<file path="src/hdl/card_bus_regs.svh">
// Register offsets, field positions and reset values for the card host bus decoder
`ifndef CARD_BUS_REGS_SVH
`define CARD_BUS_REGS_SVH
`define CFG_BASE_ADDR       11'h200
`define SOCKET_COPY_OFFSET  11'h206
`define SOCKET_COPY_RESET   8'h00
`define DRIVE_SEL_BIT       4
`define TF_ALT_STATUS_ADDR  3'h6
`define TF_DRIVE_ADDR_ADDR  3'h7
`define TF_DATA_ADDR        3'h0
`define SET_FEAT_CMD        8'hEF
`define SET_FEAT_8BIT_ON    8'h01
`define SET_FEAT_8BIT_OFF   8'h81
`define TF_CMD_ADDR         3'h7
`define TF_FEAT_ADDR        3'h1
`endif

</file>
<file path="src/hdl/card_bus_pkg.sv">
// Types shared by the card host bus decoder
package card_bus_pkg;
  typedef enum logic [4:0] {
    SP_IDLE   = 5'h01,
    SP_ATTR   = 5'h02,
    SP_COMMON = 5'h04,
    SP_IO     = 5'h08,
    SP_NATIVE = 5'h10
  } space_t;
  typedef enum logic [2:0] {
    LN_NONE = 3'h1,
    LN_LOW  = 3'h2,
    LN_BOTH = 3'h4
  } lane_t;
endpackage

</file>
<file path="src/hdl/card_host_bus_access_decode.sv">
// Host bus access decoder: attribute, common memory, I/O and native disk spaces
// Operation
// - Drive select bit D4 read/write
// - Socket number ignored, D3-D0 read zero
// - Configuration registers at attribute base 200h
// - Attribute space ignored in native disk mode
// - Attribute read drives only even byte
// - Card information structure is read only
// - Word attribute access: only low lane valid
// - All I/O space ports flagged sixteen bit capable; in native mode only the data port and DMA, when not in 8-bit mode
// - Byte lane steering by enables and A0
// - Common memory byte and word access decoded
// - Native mode only if read strobe grounded
// - Native mode: only task file, control block (alternate status, drive address) and DMA I/O
// - Set-features switches native transfers to 8-bit
// - Reinsertion comes up in socket mode if read strobe high
`timescale 1ns/1ps
`include "card_bus_regs.svh"
module card_host_bus_access_decode
  import card_bus_pkg::*;
(
  // Clock and reset
  input  wire logic        CORE_CLK,
  input  wire logic        RESET,
  // Card detect: low while seated in socket
  input  wire logic        CARD_SEATED_N,
  // Host address and enables
  input  wire logic [10:0] ADDR,
  input  wire logic        LOW_LANE_ENABLE_N,
  input  wire logic        HIGH_LANE_ENABLE_N,
  input  wire logic        ATTR_SELECT_N,
  // Host strobes
  input  wire logic        MEM_READ_STROBE_N,
  input  wire logic        MEM_WRITE_STROBE_N,
  input  wire logic        IO_READ_STROBE_N,
  input  wire logic        IO_WRITE_STROBE_N,
  // Native disk selects
  input  wire logic        TASK_SELECT_N,
  input  wire logic        CONTROL_SELECT_N,
  input  wire logic        DMA_ACKNOWLEDGE_N,
  // Data bus, split into in, out and enables per lane
  input  wire logic [15:0] DATA_IN,
  output logic      [15:0] DATA_OUT,
  output logic             DATA_LOW_OE,
  output logic             DATA_HIGH_OE,
  // Port width indicator
  output logic             WIDE_PORT_INDICATOR_N,
  // Core side: register window
  output logic             CORE_WR_STB,
  output logic             CORE_RD_STB,
  output logic      [3:0]  CORE_REG_ADDR,
  output logic      [15:0] CORE_WR_DATA,
  output logic             CORE_WIDE,
  output logic             CORE_INVALID,
  input  wire logic [15:0] CORE_RD_DATA,
  input  wire logic [7:0]  CIS_RD_DATA,
  // Mode status
  output logic             NATIVE_DISK_MODE,
  output logic             NATIVE_BYTE_MODE,
  output logic      [7:0]  SOCKET_COPY_CONFIG
);
  // Synchronised pins, order fixed below
  logic [11:0] pins_s;
  logic [10:0] addr_q;
  logic [10:0] addr_s;
  logic [15:0] din_q;
  logic [15:0] din_s;

  pin_sync #(.WIDTH(12)) u_pins (
    .clk     (CORE_CLK),
    .rst     (RESET),
    .pin_in  ({CARD_SEATED_N, LOW_LANE_ENABLE_N, HIGH_LANE_ENABLE_N, ATTR_SELECT_N,
               MEM_READ_STROBE_N, MEM_WRITE_STROBE_N, IO_READ_STROBE_N, IO_WRITE_STROBE_N,
               TASK_SELECT_N, CONTROL_SELECT_N, DMA_ACKNOWLEDGE_N, 1'b1}),
    .pin_out (pins_s)
  );

  // Address and data also pass two flops; stable while strobes are held
  always_ff @(posedge CORE_CLK) begin
    addr_q <= ADDR;
    addr_s <= addr_q;
    din_q  <= DATA_IN;
    din_s  <= din_q;
  end

  wire seated_n = pins_s[11];
  wire ce1_n    = pins_s[10];
  wire ce2_n    = pins_s[9];
  wire attr_n   = pins_s[8];
  wire mrd_n    = pins_s[7];
  wire mwr_n    = pins_s[6];
  wire io_read_strobe_n_n   = pins_s[5];
  wire io_write_strobe_n_n   = pins_s[4];
  wire tsel_n   = pins_s[3];
  wire csel_n   = pins_s[2];
  wire dack_n   = pins_s[1];

  // Mode and register state
  logic        native_q;
  logic        byte8_q;
  logic        seated_q;
  logic [7:0]  sock_q;
  logic        busy_q;
  logic [1:0]  byte8_feat_q;
  space_t      space_d;

  // Lane selection used by every space except attribute space
  function automatic lane_t lane_of(input logic c1n, input logic c2n);
    if (!c1n && !c2n)
      lane_of = LN_BOTH;
    else if (!c1n)
      lane_of = LN_LOW;
    else
      lane_of = LN_NONE;
  endfunction

  // Decoded cycle attributes
  wire   any_mem   = !mrd_n || !mwr_n;
  wire   any_io    = !io_read_strobe_n_n || !io_write_strobe_n_n;
  wire   enabled   = !ce1_n || !ce2_n;
  wire   rd_cyc    = !mrd_n || !io_read_strobe_n_n;
  wire   attr_hit  = !native_q && enabled && !attr_n && any_mem;
  wire   attr_rd   = attr_hit && !mrd_n && mwr_n;
  wire   cfg_hit   = attr_hit && addr_s[9] && !addr_s[10];
  wire   sock_hit  = cfg_hit && (addr_s == `SOCKET_COPY_OFFSET);
  wire   cis_hit   = attr_hit && !addr_s[9] && !addr_s[10];
  wire   common_hit = !native_q && enabled && attr_n && any_mem;
  // I/O cycles need attribute select low; with it high the strobe is inhibited
  wire   io_hit    = !native_q && enabled && !attr_n && any_io;
  wire   dma_bad   = !dack_n && (!tsel_n || !csel_n);
  wire   nat_task  = native_q && !tsel_n && csel_n && dack_n && any_io;
  wire   nat_ctrl  = native_q && tsel_n && !csel_n && dack_n && any_io &&
                     (addr_s[2:0] == `TF_ALT_STATUS_ADDR ||
                      (addr_s[2:0] == `TF_DRIVE_ADDR_ADDR && !io_read_strobe_n_n));
  wire   nat_dma   = native_q && !dack_n && tsel_n && csel_n && any_io;
  wire   nat_hit   = nat_task || nat_ctrl || nat_dma;
  lane_t lane;
  assign lane      = lane_of(ce1_n, ce2_n);
  wire   odd_only  = ce1_n && !ce2_n;
  wire   nat_wide  = (nat_dma || (nat_task && addr_s[2:0] == `TF_DATA_ADDR)) && !byte8_q;

  // Space of the current cycle
  always_comb begin
    if (nat_hit)
      space_d = SP_NATIVE;
    else if (attr_hit)
      space_d = SP_ATTR;
    else if (common_hit)
      space_d = SP_COMMON;
    else if (io_hit)
      space_d = SP_IO;
    else
      space_d = SP_IDLE;
  end

  // Lane steering for I/O and common memory reads
  logic [15:0] steer_rd;
  always_comb begin
    case (lane)
      LN_BOTH: steer_rd = CORE_RD_DATA;
      LN_LOW:  steer_rd = {8'h00, (addr_s[0] ? CORE_RD_DATA[15:8] : CORE_RD_DATA[7:0])};
      default: steer_rd = {CORE_RD_DATA[15:8], 8'h00};
    endcase
  end

  // Attribute reads put one byte on the low lane only
  wire [7:0]  sock_rd  = {1'b0, 2'b00, sock_q[`DRIVE_SEL_BIT], 4'h0};
  wire [7:0]  attr_byte = sock_hit ? sock_rd : (cis_hit ? CIS_RD_DATA : CORE_RD_DATA[7:0]);
  wire [15:0] rd_word  = (space_d == SP_ATTR) ? {8'h00, attr_byte} :
                         (space_d == SP_NATIVE) ? (nat_wide ? CORE_RD_DATA : {8'h00, CORE_RD_DATA[7:0]}) :
                         steer_rd;
  wire        drive_lo = rd_cyc && ((space_d == SP_ATTR && attr_rd) ||
                         ((space_d == SP_COMMON || space_d == SP_IO) && !ce1_n) ||
                         space_d == SP_NATIVE);
  wire        drive_hi = rd_cyc && (((space_d == SP_COMMON || space_d == SP_IO) && !ce2_n) ||
                         (space_d == SP_NATIVE && nat_wide));

  // Write data lane packing toward the core
  wire [15:0] wr_word = odd_only ? {din_s[15:8], din_s[15:8]} :
                        (lane == LN_LOW && addr_s[0]) ? {din_s[7:0], din_s[7:0]} : din_s;
  wire        write_now = !mwr_n || !io_write_strobe_n_n;
  wire        start   = (space_d != SP_IDLE) && !busy_q;
  wire        core_wr = start && write_now && (space_d != SP_ATTR);
  wire        core_rd = start && rd_cyc && space_d != SP_ATTR;
  wire [3:0]  reg_idx = (space_d == SP_COMMON && addr_s[10]) ? {3'b100, addr_s[0]} : addr_s[3:0];

  // Cycle tracking: one core strobe per strobe assertion
  always_ff @(posedge CORE_CLK) begin
    if (RESET) begin
      busy_q  <= 1'b0;
    end else begin
      busy_q  <= (space_d != SP_IDLE);
    end
  end

  // Socket and copy register; writes to the information structure fall through
  always_ff @(posedge CORE_CLK) begin
    if (RESET || !seated_q) begin
      sock_q <= `SOCKET_COPY_RESET;
    end else if (start && sock_hit && !mwr_n && !ce1_n && !addr_s[0]) begin
      sock_q <= {3'b000, din_s[`DRIVE_SEL_BIT], 4'h0};
    end
  end

  // Mode strap caught on card seating; reinsertion reloads it
  always_ff @(posedge CORE_CLK) begin
    if (RESET) begin
      seated_q <= 1'b0;
      native_q <= 1'b0;
      byte8_q  <= 1'b0;
    end else begin
      seated_q <= !seated_n;
      if (!seated_n && !seated_q)
        native_q <= !mrd_n;
      else if (seated_n)
        native_q <= 1'b0;
      if (!native_q)
        byte8_q <= 1'b0;
      else if (start && nat_task && !io_write_strobe_n_n && addr_s[2:0] == `TF_CMD_ADDR &&
               din_s[7:0] == `SET_FEAT_CMD && byte8_feat_q != 2'b00)
        byte8_q <= (byte8_feat_q == 2'b01);
    end
  end

  // Last feature code, so the command can pick the width
  always_ff @(posedge CORE_CLK) begin
    if (RESET || !native_q)
      byte8_feat_q <= 2'b00;
    else if (start && nat_task && !io_write_strobe_n_n && addr_s[2:0] == `TF_FEAT_ADDR)
      byte8_feat_q <= (din_s[7:0] == `SET_FEAT_8BIT_ON) ? 2'b01 :
                      (din_s[7:0] == `SET_FEAT_8BIT_OFF) ? 2'b10 : 2'b00;
  end

  // Registered pin and core outputs
  always_ff @(posedge CORE_CLK) begin
    if (RESET) begin
      DATA_OUT              <= 16'h0000;
      DATA_LOW_OE           <= 1'b0;
      DATA_HIGH_OE          <= 1'b0;
      WIDE_PORT_INDICATOR_N <= 1'b1;
      CORE_WR_STB           <= 1'b0;
      CORE_RD_STB           <= 1'b0;
      CORE_REG_ADDR         <= 4'h0;
      CORE_WR_DATA          <= 16'h0000;
      CORE_WIDE             <= 1'b0;
      CORE_INVALID          <= 1'b0;
    end else begin
      DATA_OUT              <= rd_word;
      DATA_LOW_OE           <= drive_lo;
      DATA_HIGH_OE          <= drive_hi;
      WIDE_PORT_INDICATOR_N <= !(io_hit || (nat_hit && nat_wide));
      CORE_WR_STB           <= core_wr;
      CORE_RD_STB           <= core_rd;
      CORE_REG_ADDR         <= reg_idx;
      CORE_WR_DATA          <= wr_word;
      CORE_WIDE             <= (space_d == SP_NATIVE) ? nat_wide : (lane == LN_BOTH);
      CORE_INVALID          <= native_q && dma_bad;
    end
  end

  assign NATIVE_DISK_MODE   = native_q;
  assign NATIVE_BYTE_MODE   = byte8_q;
  assign SOCKET_COPY_CONFIG = sock_q;
endmodule // card_host_bus_access_decode

</file>
<file path="src/hdl/pin_sync.sv">
// Two-flop synchroniser for a bundle of pin inputs
`timescale 1ns/1ps
module pin_sync #(
  parameter int WIDTH = 8
) (
  // Clock and reset
  input  wire logic             clk,
  input  wire logic             rst,
  // Pins in, synchronised out
  input  wire logic [WIDTH-1:0] pin_in,
  output logic      [WIDTH-1:0] pin_out
);
  logic [WIDTH-1:0] meta_q;

  // First stage feeds only the second; idle level high for strobes
  always_ff @(posedge clk) begin
    if (rst) begin
      meta_q  <= {WIDTH{1'b1}};
      pin_out <= {WIDTH{1'b1}};
    end else begin
      meta_q  <= pin_in;
      pin_out <= meta_q;
    end
  end
endmodule // pin_sync

</file>
<file path="config.mk">
export PLATFORM = sky130hd
export DESIGN_NAME = card_host_bus_access_decode
export DESIGN_NICKNAME = d
export VERILOG_FILES = /design/src/hdl/card_bus_pkg.sv /design/src/hdl/card_host_bus_access_decode.sv /design/src/hdl/pin_sync.sv
export VERILOG_INCLUDE_DIRS = /design/src /design/src/hdl
export SDC_FILE = /design/constraint.sdc
export NUM_CORES = 1
export LEC_CHECK = 0
export BUFFER_PORTS_ARGS = -buffer_cell sky130_fd_sc_hd__buf_2
export CAP_MARGIN = 20
export CORE_MARGIN = 3
export CORE_UTILIZATION = 40
export CTS_CLUSTER_DIAMETER = 120
export DETAILED_ROUTE_END_ITERATION = 8
export PLACE_DENSITY = 0.72
export SYNTH_ARGS = -nofsm -noshare
export SYNTH_HDL_FRONTEND = slang
export SYNTH_SLANG_ARGS = --single-unit
</file>
<file path="constraint.sdc">
create_clock -name CORE_CLK -period 2.2 [get_ports CORE_CLK]
set_clock_uncertainty 0.2 [all_clocks]
set_input_delay 0.22 -clock CORE_CLK [delete_from_list [all_inputs] [get_ports CORE_CLK]]
set_output_delay 0.22 -clock CORE_CLK [all_outputs]
set_load 0.1 [all_outputs]
</file>
==> metrics.md <==
| Metric | Value |
|---|---|
| DR iter-0 viols | `163` |
| VDD IR max | `0.854 mV` |
| CTS root buf | `clkbuf_8` |
| Setup_tns | `0 ps` |
| Worst Hold Class | `primary input to flop` |
| Die height | `103 um` |
| Worst Tran Pin Value | `670 ps` |
| Vias post-DR | `3067` |
| Drt drc | `0` |
| Seq cells post-synth | `126` |
| CP arrival | `2250 ps` |
| Die width | `103 um` |
| Final Slew Violations | `0` |
| Kind of end point of the critical path | `flop` |
| # setup viols final | `0` |
| Routed Wire Length | `9.26 mm` |
| Final WS setup | `194 ps` |
| Pre-CTS setup slack | `229 ps` |
| N_diodes | `0` |
| Most frequent cell after synthesis | `dfxtp_1` |
| Max-cap violations | `0` |
| Clock Sink Count | `126` |
| Largest area contributor in the netlist | `dfxtp_1` |
| Ratio of cells with drive above 1 in the final layout | `33.5%` |
| PD cells | `1050 mW/mm2` |
| CTS tree | `built` |
| Wire per inst | `14.5 um` |
| Initial antenna violation count | `0` |
| Seq/Total Area, Yosys | `66.8%` |
| Clock Latency Late Sink | `500 ps` |
| Crit path launch type | `flop` |
| Post-synth EDFFs | `0` |
| Final worst-path cycle share | `91.2%` |
| Post-Synthesis Cells | `338` |
| Status | `complete, no violations` |
| First-pass GRT wire length | `14.1 mm` |
| Synth Warn # | `0` |
| Port bufs | `109` |
| Fmax achieved | `499 MHz` |
| Critical path fanouts, max | `8` |
| Pin count of the biggest net entering global routing | `22` |
| CTS buffer count | `17` |
| Rel. slew slack | `55.3%` |
| Hold Path Origin | `CIS_RD_DATA[4]` |
| Reg2Reg Launch Point | `addr_s[2]` |
| Average cell area after synthesis | `11.2 um2` |
| Share of Yosys cell area claimed by the top area cell type | `66.8%` |
| Vias/cell | `4.79` |
| Post-layout nets | `583` |
| Critical path class | `flop to flop` |
| Tmin final | `2010 ps` |
| Final-report hold violation count | `0` |
| DP HPWL | `5.98 mm` |
| Post-synth top cells | `dfxtp_1 (126), nand2_1 (28), a21oi_1 (25)` |
| Post-CTS Setup Inserts | `0` |
| H-tree levels | `4` |
| Tot GR Track Use | `17.6%` |
| Standby leakage power | `2.55 nW` |
| CTS Buffer Depth | `2` |
| Row count | `34` |
| Antenna-violating nets left | `0` |
| Placer Congestion | `0.838` |
| Die area | `0.0106 mm2` |
| WP data required | `2440 ps` |
| Yosys cell types | `45` |
| Vias in the first global route | `3066` |
| Synth area leaders | `dfxtp_1 (67%), or2_2 (4.0%), a21oi_1 (3.3%)` |
| Initial Util | `42.3%` |
| Core area | `0.00893 mm2` |
| Post-synthesis cell area | `0.00377 mm2` |
| Top FF cell, synth | `dfxtp_1` |
| Clock slew at reported path FFs | `60 ps` |
| Unrepaired setup endpoints after global routing | `no` |
| CP Launch Point | `addr_s[2]` |
| Post-synth ARST share | `0%` |
| Gr ovfl total | `0` |
| Synth-to-Final Area Change | `49.7%` |
| First-pass DRT Iterations | `5` |
| Io pins | `117` |
==> metal layers <==
| metal | share of wire [%] | track usage (%) | up-vias |
|---|---|---|---|
| li1 | - | - | 1506 |
| met1 | 40 | 19.9 | 1412 |
| met2 | 51 | 30.3 | 131 |
| met3 | 6.9 | 5.41 | 18 |
| met4 | 2.1 | 8.37 | 0 |
| met5 | 0 | 0 | - |
==> cells in the final DEF, fill, tap and decap left out, drive strengths merged, types with 6 or more instances in the layout <==
master       instances
dfxtp              126
clkbuf              18
a32oi                7
nand2               29
nand3                7
dlygate4sd3         62
nor2                13
mux2i                6
o21ai                9
conb                 7
nor4                 6
or2                 24
a21oi               26
and3                 9
buf                113
inv                 16
==> path summary, 6_finish.rpt <==
path	cells past startpoint	slack, ps	endpoint
worst min register to register	0	130	din_s[12]
worst max register to register	5	190	DATA_OUT[11]
worst min-delay path	5	60	DATA_OUT[4]
worst max-delay path	5	190	DATA_OUT[11]
==> through the flow <==
step	hold WS, ps	power, mW	util [%]	area, um2	instances
6_report	59.7	5.93	63.2	5650	640
5_1_grt	95.5	6.12	63.2	5650	640
4_1_cts	47.3	5.96	63.2	5650	640
3_5_place_dp	112	3.01	49.3	4400	546
3_3_place_gp	111	3.00	49.3	4400	546
2_1_floorplan	47.7	2.89	-	3800	344
==> critical path, stage by stage, from the launching register on <==
cell,delay [ps]
dfxtp_1,370
or4b_1,530
mux2i_1,170
nand4b_1,260
o21ai_2,210
and3_1,210
==> layout make-up <==
cell class | instances | area, um2
fillers | 683 | 3280
flip-flops and latches | 126 | 2520
repair buffers | 175 | 1200
multi-input cells | 189 | 1130
clock buffers | 18 | 418
clock inverters | 14 | 204
well taps | 108 | 135
inverters | 10 | 37.5
==> repair_timing <==
item,4_1_cts,5_1_grt
setup endpoints to repair,0,3
hold buffers,62,0
gates resized for setup,0,1
hold endpoints to repair,59,0
==> power by group <==
| part | internal [mW] | leakage (nW) | switching, mW | total (mW) |
|---|---|---|---|---|
| clock | 1.86 | 0.299 | 1.01 | 2.87 |
| combinational | 0.186 | 1.20 | 0.425 | 0.611 |
| sequential | 2.39 | 1.05 | 0.0526 | 2.44 |
| total | 4.44 | 2.55 | 1.49 | 5.93 |
==> kinds of logic (layout without fill, tap and decap cells) <==
group           count (synthesis)  in the layout  synth area share, %
compound gates                 56             56                 9.45
buf+inv                        29            217                 3.81
flops                         126            126                 66.8
mux                             7              7                 1.89
other cells                     1              7               0.0993
simple gates                  119            119                 17.9
==> state kept, by name, indices dropped and copies added (netlist names), 2 cells and up <==
| register | flops |
|---|---|
| CORE_REG_ADDR | 4 |
| CORE_WR_DATA | 16 |
| DATA_OUT | 16 |
| addr_q | 11 |
| addr_s | 11 |
| byte8_feat_q | 2 |
| din_q | 16 |
| din_s | 16 |
| u_pins.meta_q | 11 |
| u_pins.pin_out | 11 |
Note: power is estimated with default switching activity, not from simulation.
